==> src/p1fm_pkg.sv <==
// Package with register map, field layout and function codes of the pin-1 function mux.
package p1fm_pkg;

    ////////////////////////////////////////////////////////////////////////////////
    // Register map, byte addresses on the register bus.
    localparam logic [7:0] P1FM_CFG_ADDR = 8'h0c;   // Pin configuration register.
    localparam logic [7:0] P1FM_CTRL_ADDR = 8'h10;  // Direct output level register.
    localparam logic [7:0] P1FM_STAT_ADDR = 8'h14;  // Pin status register.

    // Field positions inside the pin configuration register.
    localparam int P1FM_CODE_LSB = 0;   // Function code, bits 4 down to 0.
    localparam int P1FM_CODE_MSB = 4;
    localparam int P1FM_PUP_BIT = 5;    // Pull-up enable bit.
    localparam int P1FM_DRV_LSB = 6;    // Drive strength, bits 7 down to 6.
    localparam int P1FM_DRV_MSB = 7;

    // Field positions inside the own control and status registers.
    localparam int P1FM_DOUT_BIT = 0;   // Software level for the direct output.
    localparam int P1FM_STAT_PIN_BIT = 0;   // Sampled pin level.
    localparam int P1FM_STAT_OE_BIT = 1;    // Pin driven by the block.
    localparam int P1FM_STAT_PUP_BIT = 2;   // Pull-up connected.
    localparam int P1FM_STAT_ANA_BIT = 3;   // Pin handed to analog circuitry.

    // Reset values.
    localparam logic [7:0] P1FM_CFG_RESET = 8'h00;
    localparam logic P1FM_DOUT_RESET = 1'b0;
    localparam logic [31:0] P1FM_RDATA_ZERO = 32'h0000_0000;

    // Function codes of the pin.
    typedef enum logic [4:0] {
        P1FM_F_POR_N = 5'b00000,
        P1FM_F_WAKEUP = 5'b00001,
        P1FM_F_LOWBATT = 5'b00010,
        P1FM_F_DIN = 5'b00011,
        P1FM_F_INT_FALL = 5'b00100,
        P1FM_F_INT_RISE = 5'b00101,
        P1FM_F_INT_CHG = 5'b00110,
        P1FM_F_ADC_IN = 5'b00111,
        P1FM_F_TEST_LO = 5'b01000,
        P1FM_F_DOUT = 5'b01010,
        P1FM_F_TEST_DIG = 5'b01011,
        P1FM_F_TEST_HI = 5'b01101,
        P1FM_F_VREF = 5'b01110,
        P1FM_F_DCLK = 5'b01111,
        P1FM_F_TXDATA = 5'b10000,
        P1FM_F_RETX = 5'b10001,
        P1FM_F_TXSTATE = 5'b10010,
        P1FM_F_TXAFULL = 5'b10011,
        P1FM_F_RXDATA = 5'b10100,
        P1FM_F_RXSTATE = 5'b10101,
        P1FM_F_RXAFULL = 5'b10110,
        P1FM_F_ANT1 = 5'b10111,
        P1FM_F_ANT2 = 5'b11000,
        P1FM_F_PRE_OK = 5'b11001,
        P1FM_F_PRE_BAD = 5'b11010,
        P1FM_F_SYNC = 5'b11011,
        P1FM_F_CCA = 5'b11100,
        P1FM_F_HIGH = 5'b11101
    } p1fm_code_e;

    // Status levels that the radio core offers to the pin.
    typedef struct packed {
        logic por;          // Power-on reset active, high.
        logic wakeup_timer; // Wake-up timer expired.
        logic low_batt;     // Battery below threshold.
        logic tx_state;     // Core in transmit state.
        logic rx_state;     // Core in receive state.
        logic tx_afull;     // Transmit FIFO almost full.
        logic rx_afull;     // Receive FIFO almost full.
        logic rx_data;      // Demodulated receive data.
        logic data_clk;     // Transmit/receive bit clock.
        logic ant1;         // Antenna 1 switch control.
        logic ant2;         // Antenna 2 switch control.
        logic pre_ok;       // Valid preamble detected.
        logic pre_bad;      // Invalid preamble detected.
        logic sync_det;     // Sync word detected.
        logic cca;          // Clear channel assessment result.
    } p1fm_core_s;

    // Inputs that the pin delivers back to the radio core.
    typedef struct packed {
        logic din;          // Direct digital input level.
        logic tx_mod_data;  // Transmit data for direct modulation.
        logic ext_int;      // External interrupt event, one-cycle pulse.
        logic retx_req;     // Retransmission request level.
    } p1fm_to_core_s;

endpackage

==> src/p1fm_pin1_mux.sv <==
// Pin-1 function multiplexer with an Avalon-MM register slave.
//
// Decided for this implementation: register access over Avalon-MM.
`timescale 1ns/1ps

module p1fm_pin1_mux (
    input wire logic clk_i,
    input wire logic rst_i,
    input wire logic [7:0] avs_address_i,
    input wire logic avs_read_i,
    input wire logic avs_write_i,
    input wire logic [31:0] avs_writedata_i,
    input wire logic [3:0] avs_byteenable_i,
    output logic [31:0] avs_readdata_o,
    output logic avs_waitrequest_o,
    input wire p1fm_pkg::p1fm_core_s core_i,
    output p1fm_pkg::p1fm_to_core_s core_o,
    input wire logic pin_i,
    output logic pin_o,
    output logic pin_oe_o,
    output logic pin1_pullup_enable_o,
    output logic [1:0] pin1_drive_strength_o,
    output logic analog_en_o
);
    import p1fm_pkg::*;

    ////////////////////////////////////////////////////////////////////////////////
    // Decode helpers.

    // True for every code that uses the pin as a digital input.
    function automatic logic p1fm_is_din(input logic [4:0] code);
        case (p1fm_code_e'(code))
            P1FM_F_DIN, P1FM_F_INT_FALL, P1FM_F_INT_RISE, P1FM_F_INT_CHG,
            P1FM_F_TXDATA, P1FM_F_RETX: p1fm_is_din = 1'b1;
            default: p1fm_is_din = 1'b0;
        endcase
    endfunction

    // True for the codes that hand the pin to analog circuitry.
    function automatic logic p1fm_is_analog(input logic [4:0] code);
        p1fm_is_analog = (code == P1FM_F_ADC_IN) || (code == P1FM_F_VREF);
    endfunction

    // True for the reserved test codes.
    function automatic logic p1fm_is_test(input logic [4:0] code);
        p1fm_is_test = (code >= P1FM_F_TEST_LO) && (code <= P1FM_F_TEST_HI) &&
                       (code != P1FM_F_DOUT);
    endfunction

    // Returns output enable and level of the pin for a function code.
    function automatic logic [1:0] p1fm_drive(input logic [4:0] code,
                                              input p1fm_core_s c,
                                              input logic dout);
        logic oe;
        logic lvl;
        oe = 1'b1;
        lvl = 1'b0;
        case (p1fm_code_e'(code))
            P1FM_F_POR_N: lvl = ~c.por;
            P1FM_F_WAKEUP: lvl = c.wakeup_timer;
            P1FM_F_LOWBATT: lvl = c.low_batt;
            P1FM_F_DOUT: lvl = dout;
            P1FM_F_DCLK: lvl = c.data_clk;
            P1FM_F_TXSTATE: lvl = c.tx_state;
            P1FM_F_RXSTATE: lvl = c.rx_state;
            P1FM_F_TXAFULL: lvl = c.tx_afull;
            P1FM_F_RXAFULL: lvl = c.rx_afull;
            P1FM_F_RXDATA: lvl = c.rx_data;
            P1FM_F_ANT1: lvl = c.ant1;
            P1FM_F_ANT2: lvl = c.ant2;
            P1FM_F_PRE_OK: lvl = c.pre_ok;
            P1FM_F_PRE_BAD: lvl = c.pre_bad;
            P1FM_F_SYNC: lvl = c.sync_det;
            P1FM_F_CCA: lvl = c.cca;
            P1FM_F_HIGH: lvl = 1'b1;
            default: begin
                // Inputs, analog and test codes release the pin.
                if (p1fm_is_din(code) || p1fm_is_analog(code) || p1fm_is_test(code)) begin
                    oe = 1'b0;
                end else begin
                    lvl = 1'b0;
                end
            end
        endcase
        p1fm_drive = {oe, lvl};
    endfunction

    ////////////////////////////////////////////////////////////////////////////////
    // Registers.

    logic [7:0] cfg_q;          // Pin configuration register.
    logic dout_q;               // Software level of the direct output.
    logic ack_q;                // Answer phase of the bus access.
    logic [31:0] rdata_q;       // Read data register.
    logic pin_o_q;              // Pin level register.
    logic pin_oe_q;             // Pin output enable register.
    logic pup_q;                // Pull-up enable register.
    logic [1:0] drv_q;          // Drive strength register.
    logic ana_q;                // Analog hand-over register.
    logic pin_s_q;              // Sampled pin level, gated by input mode.
    logic pin_prev_q;           // Sampled pin level one cycle earlier.
    p1fm_to_core_s to_core_q;   // Inputs delivered to the core.
    logic [4:0] code;           // Current function code.
    logic bus_wr;               // Write takes effect this edge.
    logic [1:0] drive_nxt;      // Next output enable and level.
    logic pin_d;                // Next gated pin sample.

    // Function code, bus write strobe, next pin drive and gated pin sample.
    assign code = cfg_q[P1FM_CODE_MSB:P1FM_CODE_LSB];
    assign bus_wr = avs_write_i && ack_q;
    assign drive_nxt = p1fm_drive(code, core_i, dout_q);
    // Digital input path is cut unless the code is a digital input.
    assign pin_d = p1fm_is_din(code) ? pin_i : 1'b0;

    ////////////////////////////////////////////////////////////////////////////////
    // Bus slave.

    // One wait state: the request is seen, then waitrequest drops for one cycle.
    always_ff @(posedge clk_i or posedge rst_i) begin
        if (rst_i) begin
            ack_q <= 1'b0;
        end else begin
            // Acknowledge lasts one cycle, so every access costs two edges.
            ack_q <= (avs_read_i || avs_write_i) && !ack_q;
        end
    end

    // Read data is built in the cycle the request is seen.
    always_ff @(posedge clk_i or posedge rst_i) begin
        if (rst_i) begin
            rdata_q <= P1FM_RDATA_ZERO;
        end else if (avs_read_i && !ack_q) begin
            rdata_q <= P1FM_RDATA_ZERO;
            case (avs_address_i)
                P1FM_CFG_ADDR: rdata_q[7:0] <= cfg_q;
                P1FM_CTRL_ADDR: rdata_q[P1FM_DOUT_BIT] <= dout_q;
                P1FM_STAT_ADDR: begin
                    rdata_q[P1FM_STAT_PIN_BIT] <= pin_s_q;
                    rdata_q[P1FM_STAT_OE_BIT] <= pin_oe_q;
                    rdata_q[P1FM_STAT_PUP_BIT] <= pup_q;
                    rdata_q[P1FM_STAT_ANA_BIT] <= ana_q;
                end
                default: rdata_q <= P1FM_RDATA_ZERO;  // Unmapped reads zero.
            endcase
        end
    end

    // Configuration register write, low byte lane only.
    always_ff @(posedge clk_i or posedge rst_i) begin
        if (rst_i) begin
            cfg_q <= P1FM_CFG_RESET;
        end else if (bus_wr && avs_byteenable_i[0] && avs_address_i == P1FM_CFG_ADDR) begin
            cfg_q <= avs_writedata_i[7:0];
        end
    end

    // Direct output level register.
    always_ff @(posedge clk_i or posedge rst_i) begin
        if (rst_i) begin
            dout_q <= P1FM_DOUT_RESET;
        end else if (bus_wr && avs_byteenable_i[0] && avs_address_i == P1FM_CTRL_ADDR) begin
            dout_q <= avs_writedata_i[P1FM_DOUT_BIT];
        end
    end

    ////////////////////////////////////////////////////////////////////////////////
    // Pin side.

    // Output enable and level follow the function code.
    always_ff @(posedge clk_i or posedge rst_i) begin
        if (rst_i) begin
            pin_o_q <= 1'b0;
            pin_oe_q <= 1'b0;
        end else begin
            pin_oe_q <= drive_nxt[1];
            pin_o_q <= drive_nxt[0];
        end
    end

    // Pull-up, drive strength and analog hand-over controls.
    always_ff @(posedge clk_i or posedge rst_i) begin
        if (rst_i) begin
            pup_q <= 1'b0;
            drv_q <= 2'b00;
            ana_q <= 1'b0;
        end else begin
            pup_q <= cfg_q[P1FM_PUP_BIT] && p1fm_is_din(code);
            drv_q <= cfg_q[P1FM_DRV_MSB:P1FM_DRV_LSB];
            ana_q <= p1fm_is_analog(code);
        end
    end

    // Pin sampling, current and previous level.
    always_ff @(posedge clk_i or posedge rst_i) begin
        if (rst_i) begin
            pin_s_q <= 1'b0;
            pin_prev_q <= 1'b0;
        end else begin
            pin_s_q <= pin_d;
            pin_prev_q <= pin_s_q;
        end
    end

    // Levels and events delivered to the radio core.
    always_ff @(posedge clk_i or posedge rst_i) begin
        if (rst_i) begin
            to_core_q <= '0;
        end else begin
            to_core_q.din <= (code == P1FM_F_DIN) && pin_s_q;
            to_core_q.tx_mod_data <= (code == P1FM_F_TXDATA) && pin_s_q;
            to_core_q.retx_req <= (code == P1FM_F_RETX) && pin_s_q;
            // Edge modes compare the current and the previous pin sample.
            case (p1fm_code_e'(code))
                P1FM_F_INT_FALL: to_core_q.ext_int <= pin_prev_q && !pin_s_q;
                P1FM_F_INT_RISE: to_core_q.ext_int <= !pin_prev_q && pin_s_q;
                P1FM_F_INT_CHG: to_core_q.ext_int <= pin_prev_q != pin_s_q;
                default: to_core_q.ext_int <= 1'b0;
            endcase
        end
    end

    // Every output is taken straight from its register, except waitrequest, which is the inverted acknowledge.
    assign avs_readdata_o = rdata_q;
    assign avs_waitrequest_o = !ack_q;
    assign core_o = to_core_q;
    assign pin_o = pin_o_q;
    assign pin_oe_o = pin_oe_q;
    assign pin1_pullup_enable_o = pup_q;
    assign pin1_drive_strength_o = drv_q;
    assign analog_en_o = ana_q;
endmodule

==> config.mk <==
export PLATFORM = sky130hd
export DESIGN_NAME = p1fm_pin1_mux
export DESIGN_NICKNAME = d
export VERILOG_FILES = /design/src/p1fm_pkg.sv /design/src/p1fm_pin1_mux.sv
export SDC_FILE = /design/constraint.sdc
export NUM_CORES = 1
export LEC_CHECK = 0
export BUFFER_PORTS_ARGS = -buffer_cell sky130_fd_sc_hd__buf_2
export CAP_MARGIN = 20
export CORE_MARGIN = 2
export CORE_UTILIZATION = 46
export CTS_CLUSTER_DIAMETER = 40
export DETAILED_ROUTE_END_ITERATION = 7
export MAX_ROUTING_LAYER = met4
export PLACE_DENSITY = 0.85
export SLEW_MARGIN = 40
export SYNTH_ARGS = -nofsm -noshare
export SYNTH_HDL_FRONTEND = slang
export SYNTH_SLANG_ARGS = --single-unit
==> constraint.sdc <==
create_clock -name clk_i -period 3 [get_ports clk_i]
set_clock_uncertainty 0.15 [all_clocks]
set_input_delay 0.6 -clock clk_i [delete_from_list [all_inputs] [get_ports clk_i]]
set_output_delay 0.6 -clock clk_i [all_outputs]
set_load 0.005 [all_outputs]
* After elaboration in Yosys (flattened, before gate mapping) *
Index checks and enable logic that the tools add are counted.

cells by class
  reduce and logical (&&, ||, !) cells = 24
  equal/unequal tests = 29
  mux-type cells = 10
  $lt $le $gt $ge = 2
  bitwise gates (word level) = 1

operators by type and width
  operator              number
  $eq A5 B5 Y1 const B  14
  $eq A5 B3 Y1 const B  4
  $pmux W1 S17          1
  $reduce_or A17 Y1     1
  $eq A8 B5 Y1 const B  2
  $eq A5 B4 Y1 const B  3
  $logic_and A1 B1 Y1   14
  $eq A5 B2 Y1 const B  2
  $eq A8 B4 Y1 const B  1
  $pmux W1 S3           2
  $pmux W3 S2           1
  $reduce_or A6 Y1      1
  $eq A5 B1 Y1 const B  1
  $ge A5 B4 Y1 const B  1
  $le A5 B4 Y1 const B  1
  $logic_not A5 Y1      1
  $mux W1               5
  $ne A5 B4 Y1 const B  1
  $logic_or A1 B1 Y1    4
  $mux W4               1
  $logic_not A1 Y1      3
  $ne A1 B1 Y1          1
  $not A1 Y1            1

word-level totals
  output and inout bits = 43
  input port bits = 64
  word-level logic and storage cells = 81
  register bits after elaboration = 30

* Logic depth before layout (Yosys ltp) *
Gate-level depths: netlist (run 1).

  depth in word-level cells = 8
  depth in mapped cells = 6
  mapped depth without buffers = 6

* Worst setup path before layout (run 1) *
No wires, ideal clock.

  path kind = input port to flip-flop
  from = input avs_address_i[0]
  to = register dout_q
  required time = 2725 ps
  library setup time = 125 ps
  setup slack = 672 ps
  buffers on the path = 0
  arrival = 2053 ps
  stages on the path = 4
  cell sequence = or4_4 -> or3_4 -> nor3_2 -> mux2_2

on the way
  cells in the longest elaborated chain, start to end = 2

ends and longest elaborated chain
  element               RTL line              source
  from (decl)           p1fm_pin1_mux.sv:9    input wire logic [7:0] avs_address_i,
  $eq A8 B5 Y1          p1fm_pin1_mux.sv:161  end else if (bus_wr && avs_byteenable_i[0] && avs_address_i == P1FM_CTRL_ADDR) begin
  $logic_and A1 B1 Y1   p1fm_pin1_mux.sv:161
  to (signal assigned)  p1fm_pin1_mux.sv:162  dout_q <= avs_writedata_i[P1FM_DOUT_BIT];
  to (decl)             p1fm_pin1_mux.sv:92   logic dout_q;

Every way passes these cells.
A chain may end at the register's enable or synchronous reset.

* Final worst setup path (run 1) *
  from = input avs_address_i[0]
  to = register cfg_q[4]

on the way
  cells in the longest elaborated chain, start to end = 2

ends and longest elaborated chain
  element               RTL line              source
  $eq A8 B4 Y1          p1fm_pin1_mux.sv:152  end else if (bus_wr && avs_byteenable_i[0] && avs_address_i == P1FM_CFG_ADDR) begin
  $logic_and A1 B1 Y1   p1fm_pin1_mux.sv:152
  to (signal assigned)  p1fm_pin1_mux.sv:153  cfg_q <= avs_writedata_i[7:0];
  to (decl)             p1fm_pin1_mux.sv:91   logic [7:0] cfg_q;

Every way passes these cells.

==> results of run 1 <==
sequential cells by signal, summed over array words and instances (netlist names), 2 cells and up:
| register | count |
|---|---|
| core_o | 4 |
| avs_readdata_o | 8 |
| cfg_q | 8 |
| pin1_drive_strength_o | 2 |
layer usage:
metal / wire, um / share of wire
met5: 0 / 0
met4: 57 / 0.016
met3: 309 / 0.088
met2: 1727 / 0.49
met1: 1408 / 0.40
cells in the mapped netlist, types with 2 or more instances:
cell,count,area [um2]
sky130_fd_sc_hd__a21oi_1,2,10.01
sky130_fd_sc_hd__a222oi_1,3,30.03
sky130_fd_sc_hd__a22o_1,5,43.79
sky130_fd_sc_hd__a31oi_1,2,12.51
sky130_fd_sc_hd__and3_1,2,12.51
sky130_fd_sc_hd__buf_4,24,180.2
sky130_fd_sc_hd__clkbuf_1,9,33.78
sky130_fd_sc_hd__dfrtp_1,30,750.7
sky130_fd_sc_hd__ha_1,2,25.02
sky130_fd_sc_hd__inv_1,12,45.04
sky130_fd_sc_hd__mux2_4,8,120.1
sky130_fd_sc_hd__mux2i_1,2,20.02
sky130_fd_sc_hd__nand2_1,6,22.52
sky130_fd_sc_hd__nand2b_1,4,25.02
sky130_fd_sc_hd__nand3_1,4,20.02
sky130_fd_sc_hd__nand3b_1,7,52.55
sky130_fd_sc_hd__nand4_1,2,12.51
sky130_fd_sc_hd__nor2_1,11,41.29
sky130_fd_sc_hd__nor4_1,2,12.51
sky130_fd_sc_hd__o21ai_0,7,35.03
layout make-up:
class,instances,area [um2],area share
clock buffers,7,86.33,0.04265
clock inverters,1,5.005,0.002472
inverters,12,45.04,0.02225
multi-input cells,114,794.5,0.3925
flip-flops and latches,30,750.7,0.3708
well taps,48,60.06,0.02967
repair buffers,56,282.8,0.1397
worst max-delay path by stage:
stage / startpoint / to / slack [ns] / cells after the start
final: avs_address_i[0] / cfg_q[4]$_DFFE_PP0P_ / 0.77 / 5
after global routing: cfg_q[1]$_DFFE_PP0P_ / pin_o$_DFF_PP0_ / 0.73 / 4
after CTS: avs_address_i[0] / cfg_q[4]$_DFFE_PP0P_ / 0.78 / 5
after detailed placement: avs_address_i[0] / cfg_q[4]$_DFFE_PP0P_ / 0.48 / 5
after global placement: avs_address_i[0] / cfg_q[0]$_DFFE_PP0P_ / 0.50 / 5
after floorplan: avs_address_i[0] / dout_q$_DFFE_PP0P_ / 0.67 / 4
cells by family (layout without fill, tap and decap cells):
kind of cell | count (synthesis) | after routing | share of synthesized area
AND/OR/NAND/NOR | 48 | 48 | 0.1751
buffers and inverters | 46 | 76 | 0.1526
flip-flops | 30 | 30 | 0.4360
AO/OA/AOI/OAI | 26 | 26 | 0.1083
multiplexers | 12 | 12 | 0.1010
adder cells (fa/ha/maj) | 2 | 2 | 0.01453
XOR/XNOR | 2 | 2 | 0.01018
other | 1 | 24 | 0.002178
layout by cell type (no fill, tap or decap), types with 3 or more instances in the layout:
master                     instances
sky130_fd_sc_hd__buf_2            55
sky130_fd_sc_hd__dfrtp_1          30
sky130_fd_sc_hd__conb_1           24
sky130_fd_sc_hd__inv_1            12
sky130_fd_sc_hd__nor2_1           11
sky130_fd_sc_hd__mux2_4            8
sky130_fd_sc_hd__nand3b_1          7
sky130_fd_sc_hd__o21ai_0           7
sky130_fd_sc_hd__nand2_1           6
sky130_fd_sc_hd__clkbuf_8          6
sky130_fd_sc_hd__a22o_1            5
sky130_fd_sc_hd__nand3_1           4
sky130_fd_sc_hd__nand2b_1          4
sky130_fd_sc_hd__a222oi_1          3
report_power, final:
group | switching [uW] | internal, uW | total [uW]
Sequential | 8.22 | 411 | 419
Combinational | 39.0 | 32.5 | 71.5
Clock | 142 | 184 | 327
Total | 189 | 627 | 817
metrics by stage:
step / power (uW) / hold slack (ns)
after floorplan: 483.5 / 0.2248
after global placement: 495.1 / 0.2436
after detailed placement: 497.1 / 0.2384
after CTS: 823.1 / 0.2459
after global routing: 855.5 / 0.2707
final: 816.8 / 0.2331
tightest hold or removal path, delay by kind of cell:
family | cells | cell delay [ns]
buf+inv | 3 | 0.47
==> impl_metrics.json, run 1 <==
{
  "fin_crit_ns": 2.231,
  "boundaryPins": 107,
  "post_cts_resize_count": 0,
  "ys.warnings.count": 0,
  "dieHeight_um": 65.18,
  "delay_of_the_slowest_cell_on_the_worst_path_ns": 0.56,
  "cts.sinks": 30,
  "clock_latency_ns": 0.28,
  "synth_edf_count": 0,
  "drive_above_1_share": 0.3591,
  "syn_avg_cell_area_um2": 10.31,
  "worstSetupPathType": "input port to flop",
  "final_core_utilization": 0.5572,
  "route.detailed.wl_per_inst_um": 13.07,
  "kind_of_cell_adding_the_most_delay_to_the_critical_path": "simple AND/OR/NAND/NOR gates",
  "status": "complete, no violations",
  "starting_density_of_the_core": 0.4738,
  "cellLeakagePower_uw": 0.001085,
  "final_total_negative_setup_slack_ns": 0,
  "ys_seq_area_frac": 0.4360,
  "routed-via-count": 1339,
  "finalHoldViolCount": 0,
  "synthesis.instances": 167,
  "globalplace.congestion": 0.7952,
  "finalMaxSlewViolations": 0,
  "fp.dieW_um": 65.18,
  "final_instance_area_um2": 2024,
  "period_share": 0.7437,
  "worstPathCellList": "buf_2 > or4_4 > or3_4 > nor2_8 > mux2_4",
  "ant_nets": 0,
  "n_antenna_cell": 0,
  "final_cells": 268,
  "coreArea_um2": 3633,
  "r2r_start": "cfg_q[1]$_DFFE_PP0P_",
  "synth_ff_type": "sky130_fd_sc_hd__dfrtp_1",
  "dr.first_iter.drc_count": 79,
  "pre_cts_slack_ns": 0.4823,
  "first_pass_grt_wire_length_mm": 5.740,
  "dpl.cell_count": 260,
  "crit_path_arrival_time_ns": 2.25,
  "grtUsageMet2": 0.2870,
  "synth.ff_latch_count": 30,
  "mappedNetlistArea_um2": 1722,
  "hold_buffers": 0,
  "critical_path.endpoint_type": "flop",
  "timing.hold.worst.class": "input port to asynchronous set/reset pin",
  "fmax_ghz": 0.4482,
  "wirelength_mm": 3.502,
  "r2r_end": "pin_o$_DFF_PP0_",
  "relSlewSlack": 0.5468,
  "fill_cells": 319,
  "rsz_0062_raised_after_global_routing": "false",
  "grt_start_max_net_pins": 31,
  "die-area_um2": 4248,
  "global_route.peak_usage_layer": "met2",
  "tritoncts": "done",
  "first_global_vias": 1292,
  "cts-root-buf": "sky130_fd_sc_hd__clkbuf_8",
  "setup_slack_of_the_most_critical_reg_to_reg_path_ns": 0.93,
  "critical_path.slowest_cell": "sky130_fd_sc_hd__or4_4",
  "critical_path.max_fanout": 8,
  "path_clk_slew_ns": 0.06,
  "cts_post_setup_buffers_inserted": 0,
  "clockBufferDepth": 2,
  "antenna_found_initial": 0,
  "r2r_cells": 4,
  "io_buffers": 55,
  "critical_path.n_buffers_inverters": 1,
  "met3_track_demand_over_resource_in_global_routing": 0.03938,
  "area_of_placed_instances_um2": 1933,
  "tightest_slew_ns": 0.6743,
  "setup_slack_of_the_critical_path_after_layout_ns": 0.7689,
  "drv.max_cap_violation_count": 0,
  "tritoncts.num_buffers": 5,
  "dp_hpwl_mm": 2.513,
  "area_delta_synth_final_pct": 17.59,
  "drcViolationCount": 0,
  "timing.critical_path.required_ns": 3.02,
  "cts.htree.levels": 2,
  "cellPowerDensity_nw_per_um2": 403.5,
  "drt_pre_antenna_iters": 7,
  "postSynth.asyncResetShare": 1.000,
  "nets": 285,
  "ys_types": 43,
  "startpoint_type": "input port",
  "timing.final.setup_violations": 0,
  "grt.met1_usage": 0.2301,
  "ir_drop_mv": 0.1712,
  "avgViaCountPerCell": 4.996,
  "fp-row-count": 22,
  "globalRouteTotalUtil": 0.1850,
  "globalRouteOverflowTotal": 0
}
Power figures use the tool's default switching activity.
==> inputs of run 2 (changes only) <==
--- a/config.mk
+++ b/config.mk
@@ -8,11 +8,11 @@
 export BUFFER_PORTS_ARGS = -buffer_cell sky130_fd_sc_hd__buf_2
 export CAP_MARGIN = 20
 export CORE_MARGIN = 2
-export CORE_UTILIZATION = 46
+export CORE_UTILIZATION = 39
 export CTS_CLUSTER_DIAMETER = 40
 export DETAILED_ROUTE_END_ITERATION = 7
 export MAX_ROUTING_LAYER = met4
-export PLACE_DENSITY = 0.85
+export PLACE_DENSITY = 0.77
 export SLEW_MARGIN = 40
 export SYNTH_ARGS = -nofsm -noshare
 export SYNTH_HDL_FRONTEND = slang
==> constraint.sdc (replaced) <==
create_clock -name clk_i -period 1.95 [get_ports clk_i]
set_clock_uncertainty 0.15 [all_clocks]
set_input_delay 0.39 -clock clk_i [delete_from_list [all_inputs] [get_ports clk_i]]
set_output_delay 0.39 -clock clk_i [all_outputs]
set_load 0.005 [all_outputs]
==> impl_metrics.json, run 2 (synthesized netlist as in run 1, its figures left out) <==
{
  "timing.critical_path.required_ns": 1.97,
  "dieHeight_um": 70.44,
  "die-area_um2": 4962,
  "share_clk_of_total_power": 0.400,
  "setup_slack_of_the_most_critical_reg_to_reg_path_ns": 0.23,
  "final_common_cell": "sky130_fd_sc_hd__buf_2",
  "critical_path.slowest_cell": "sky130_fd_sc_hd__or4_4",
  "dr.first_iter.drc_count": 95,
  "cts.htree.levels": 2,
  "p_comb_frac": 0.094,
  "swShare": 0.2343,
  "period_share": 0.9945,
  "fp-row-count": 24,
  "coreArea_um2": 4294,
  "rsz_0062_raised_after_global_routing": "true",
  "drt_pre_antenna_iters": 4,
  "drv.max_cap_violation_count": 0,
  "status": "complete, no violations",
  "path_clk_slew_ns": 0.06,
  "nets": 292,
  "route.detailed.wl_per_inst_um": 12.59,
  "first_pass_grt_wire_length_mm": 5.802,
  "final_instance_area_um2": 2088,
  "cts.sinks": 30,
  "cellPowerDensity_nw_per_um2": 607.0,
  "starting_density_of_the_core": 0.4009,
  "globalRouteOverflowTotal": 0,
  "startpoint_type": "input port",
  "r2r_end": "cfg_q[6]$_DFFE_PP0P_",
  "tightest_slew_ns": 0.5612,
  "grt_start_max_net_pins": 31,
  "globalplace.congestion": 0.7987,
  "n_antenna_cell": 0,
  "drcViolationCount": 0,
  "antenna_found_initial": 0,
  "mostFrequentLayoutCells": "sky130_fd_sc_hd__buf_2 (54), sky130_fd_sc_hd__dfrtp_1 (30), sky130_fd_sc_hd__conb_1 (24)",
  "cellInternalPower_uw": 970.6,
  "fill_cells": 411,
  "ir_drop_mv": 0.2121,
  "dp_hpwl_mm": 2.605,
  "fp.dieW_um": 70.44,
  "fin_crit_ns": 1.939,
  "critical_path.max_fanout": 8,
  "finalHoldViolCount": 0,
  "io_buffers": 55,
  "routed-via-count": 1368,
  "clockBufferDepth": 2,
  "relSlewSlack": 0.6259,
  "crit_path_arrival_time_ns": 1.96,
  "timing.final.setup_violations": 0,
  "delay_of_the_slowest_cell_on_the_worst_path_ns": 0.52,
  "r2r_start": "ack_q$_DFF_PP0_",
  "drive_above_1_share": 0.3789,
  "avgViaCountPerCell": 4.903,
  "wirelength_mm": 3.513,
  "beginning_of_the_critical_path": "avs_address_i[0]",
  "net-switching-power_uw": 297.0,
  "first_global_vias": 1268,
  "holdWs_ns": 0.01382,
  "area_delta_synth_final_pct": 21.29,
  "ant_nets": 0,
  "area_of_placed_instances_um2": 1991,
  "cellLeakagePower_uw": 0.001123,
  "sequentialPowerShare": 0.505,
  "pre_cts_slack_ns": -0.3201,
  "clock_latency_ns": 0.28,
  "globalRouteTotalUtil": 0.1569,
  "tritoncts": "done",
  "worstPathCellList": "buf_6 > or4_4 > or3_4 > nor2_8 > mux2_4",
  "fmax_ghz": 0.5157,
  "cts-root-buf": "sky130_fd_sc_hd__clkbuf_8",
  "worstSetupPathType": "input port to flop",
  "boundaryPins": 107,
  "timing.hold.worst.class": "input port to asynchronous set/reset pin",
  "setup_slack_of_the_critical_path_after_layout_ns": 0.01080,
  "finalMaxSlewViolations": 0,
  "cts_post_setup_buffers_inserted": 0,
  "tritoncts.num_buffers": 5,
  "critical_path.endpoint_type": "flop",
  "critical_path_destination": "cfg_q[6]$_DFFE_PP0P_",
  "r2r_cells": 4
}
-- run 2: power by group through the flow --
| stage | clock network, uW | registers [uW] | logic [uW] |
|---|---|---|---|
| 6_report | 508 | 640 | 120 |
| 5_1_grt | 554 | 642 | 136 |
| 4_1_cts | 524 | 640 | 120 |
| 3_5_place_dp | 0 | 652 | 118 |
| 3_3_place_gp | 0 | 651 | 117 |
| 2_1_floorplan | 0 | 648 | 95.7 |
-- run 2: metrics by stage --
stage | cells | utilization | power [uW] | TNS, ns
2_1_floorplan | 190 | - | 743.8 | -1.479
3_3_place_gp | 271 | 0.4636 | 768.8 | -2.867
3_5_place_dp | 271 | 0.4636 | 770.2 | -2.953
4_1_cts | 279 | 0.4863 | 1285 | -0.008267
5_1_grt | 279 | 0.4863 | 1331 | -0.06377
6_report | 279 | 0.4863 | 1268 | 0
-- run 2: what timing repair did --
action,CTS,global route
resized for setup,1,0
hold buffers,0,0
endpoints found under the hold margin,0,0
endpoints found under the setup margin,8,9
pin swaps,0,2
-- run 2: layout make-up --
type | count | area [um2] | area share
sequential | 30 | 750.7 | 0.3595
clock inverter | 1 | 5.005 | 0.002397
inverter | 12 | 45.04 | 0.02157
multi-input combinational | 114 | 794.5 | 0.3805
tap | 52 | 65.06 | 0.03116
clock buffer | 7 | 86.33 | 0.04134
timing repair buffer | 63 | 341.6 | 0.1636
-- run 2: critical path, delay by kind of cell --
kind	cells	cell delay, ns
muxes	1	0.32
buffers and inverters	1	0.09
and+or+nand+nor	3	1.15
-- run 2: worst min-delay path by stage --
stage / from / depth (start not counted) / to / slack [ns]
after global placement: cfg_q[6]$_DFFE_PP0P_ / 0 / pin1_drive_strength_o[0]$_DFF_PP0_ / 0.24
after global routing: rst_i / 3 / pin1_drive_strength_o[1]$_DFF_PP0_ / 0.06
after CTS: rst_i / 3 / pin1_drive_strength_o[1]$_DFF_PP0_ / 0.03
after floorplan: cfg_q[6]$_DFFE_PP0P_ / 0 / pin1_drive_strength_o[0]$_DFF_PP0_ / 0.22
final: rst_i / 3 / ack_q$_DFF_PP0_ / 0.01
after detailed placement: cfg_q[6]$_DFFE_PP0P_ / 0 / pin1_drive_strength_o[0]$_DFF_PP0_ / 0.25
-- run 2: layer usage --
| layer | vias to the layer above | wire [um] | global-route usage |
|---|---|---|---|
| met3 | 4 | 280 | 0.04040 |
| met1 | 659 | 1435 | 0.1945 |
| met4 | 0 | 71 | 0.08333 |
| met2 | 58 | 1725 | 0.2348 |
| li1 | 647 | - | - |
| met5 | - | 0 | - |
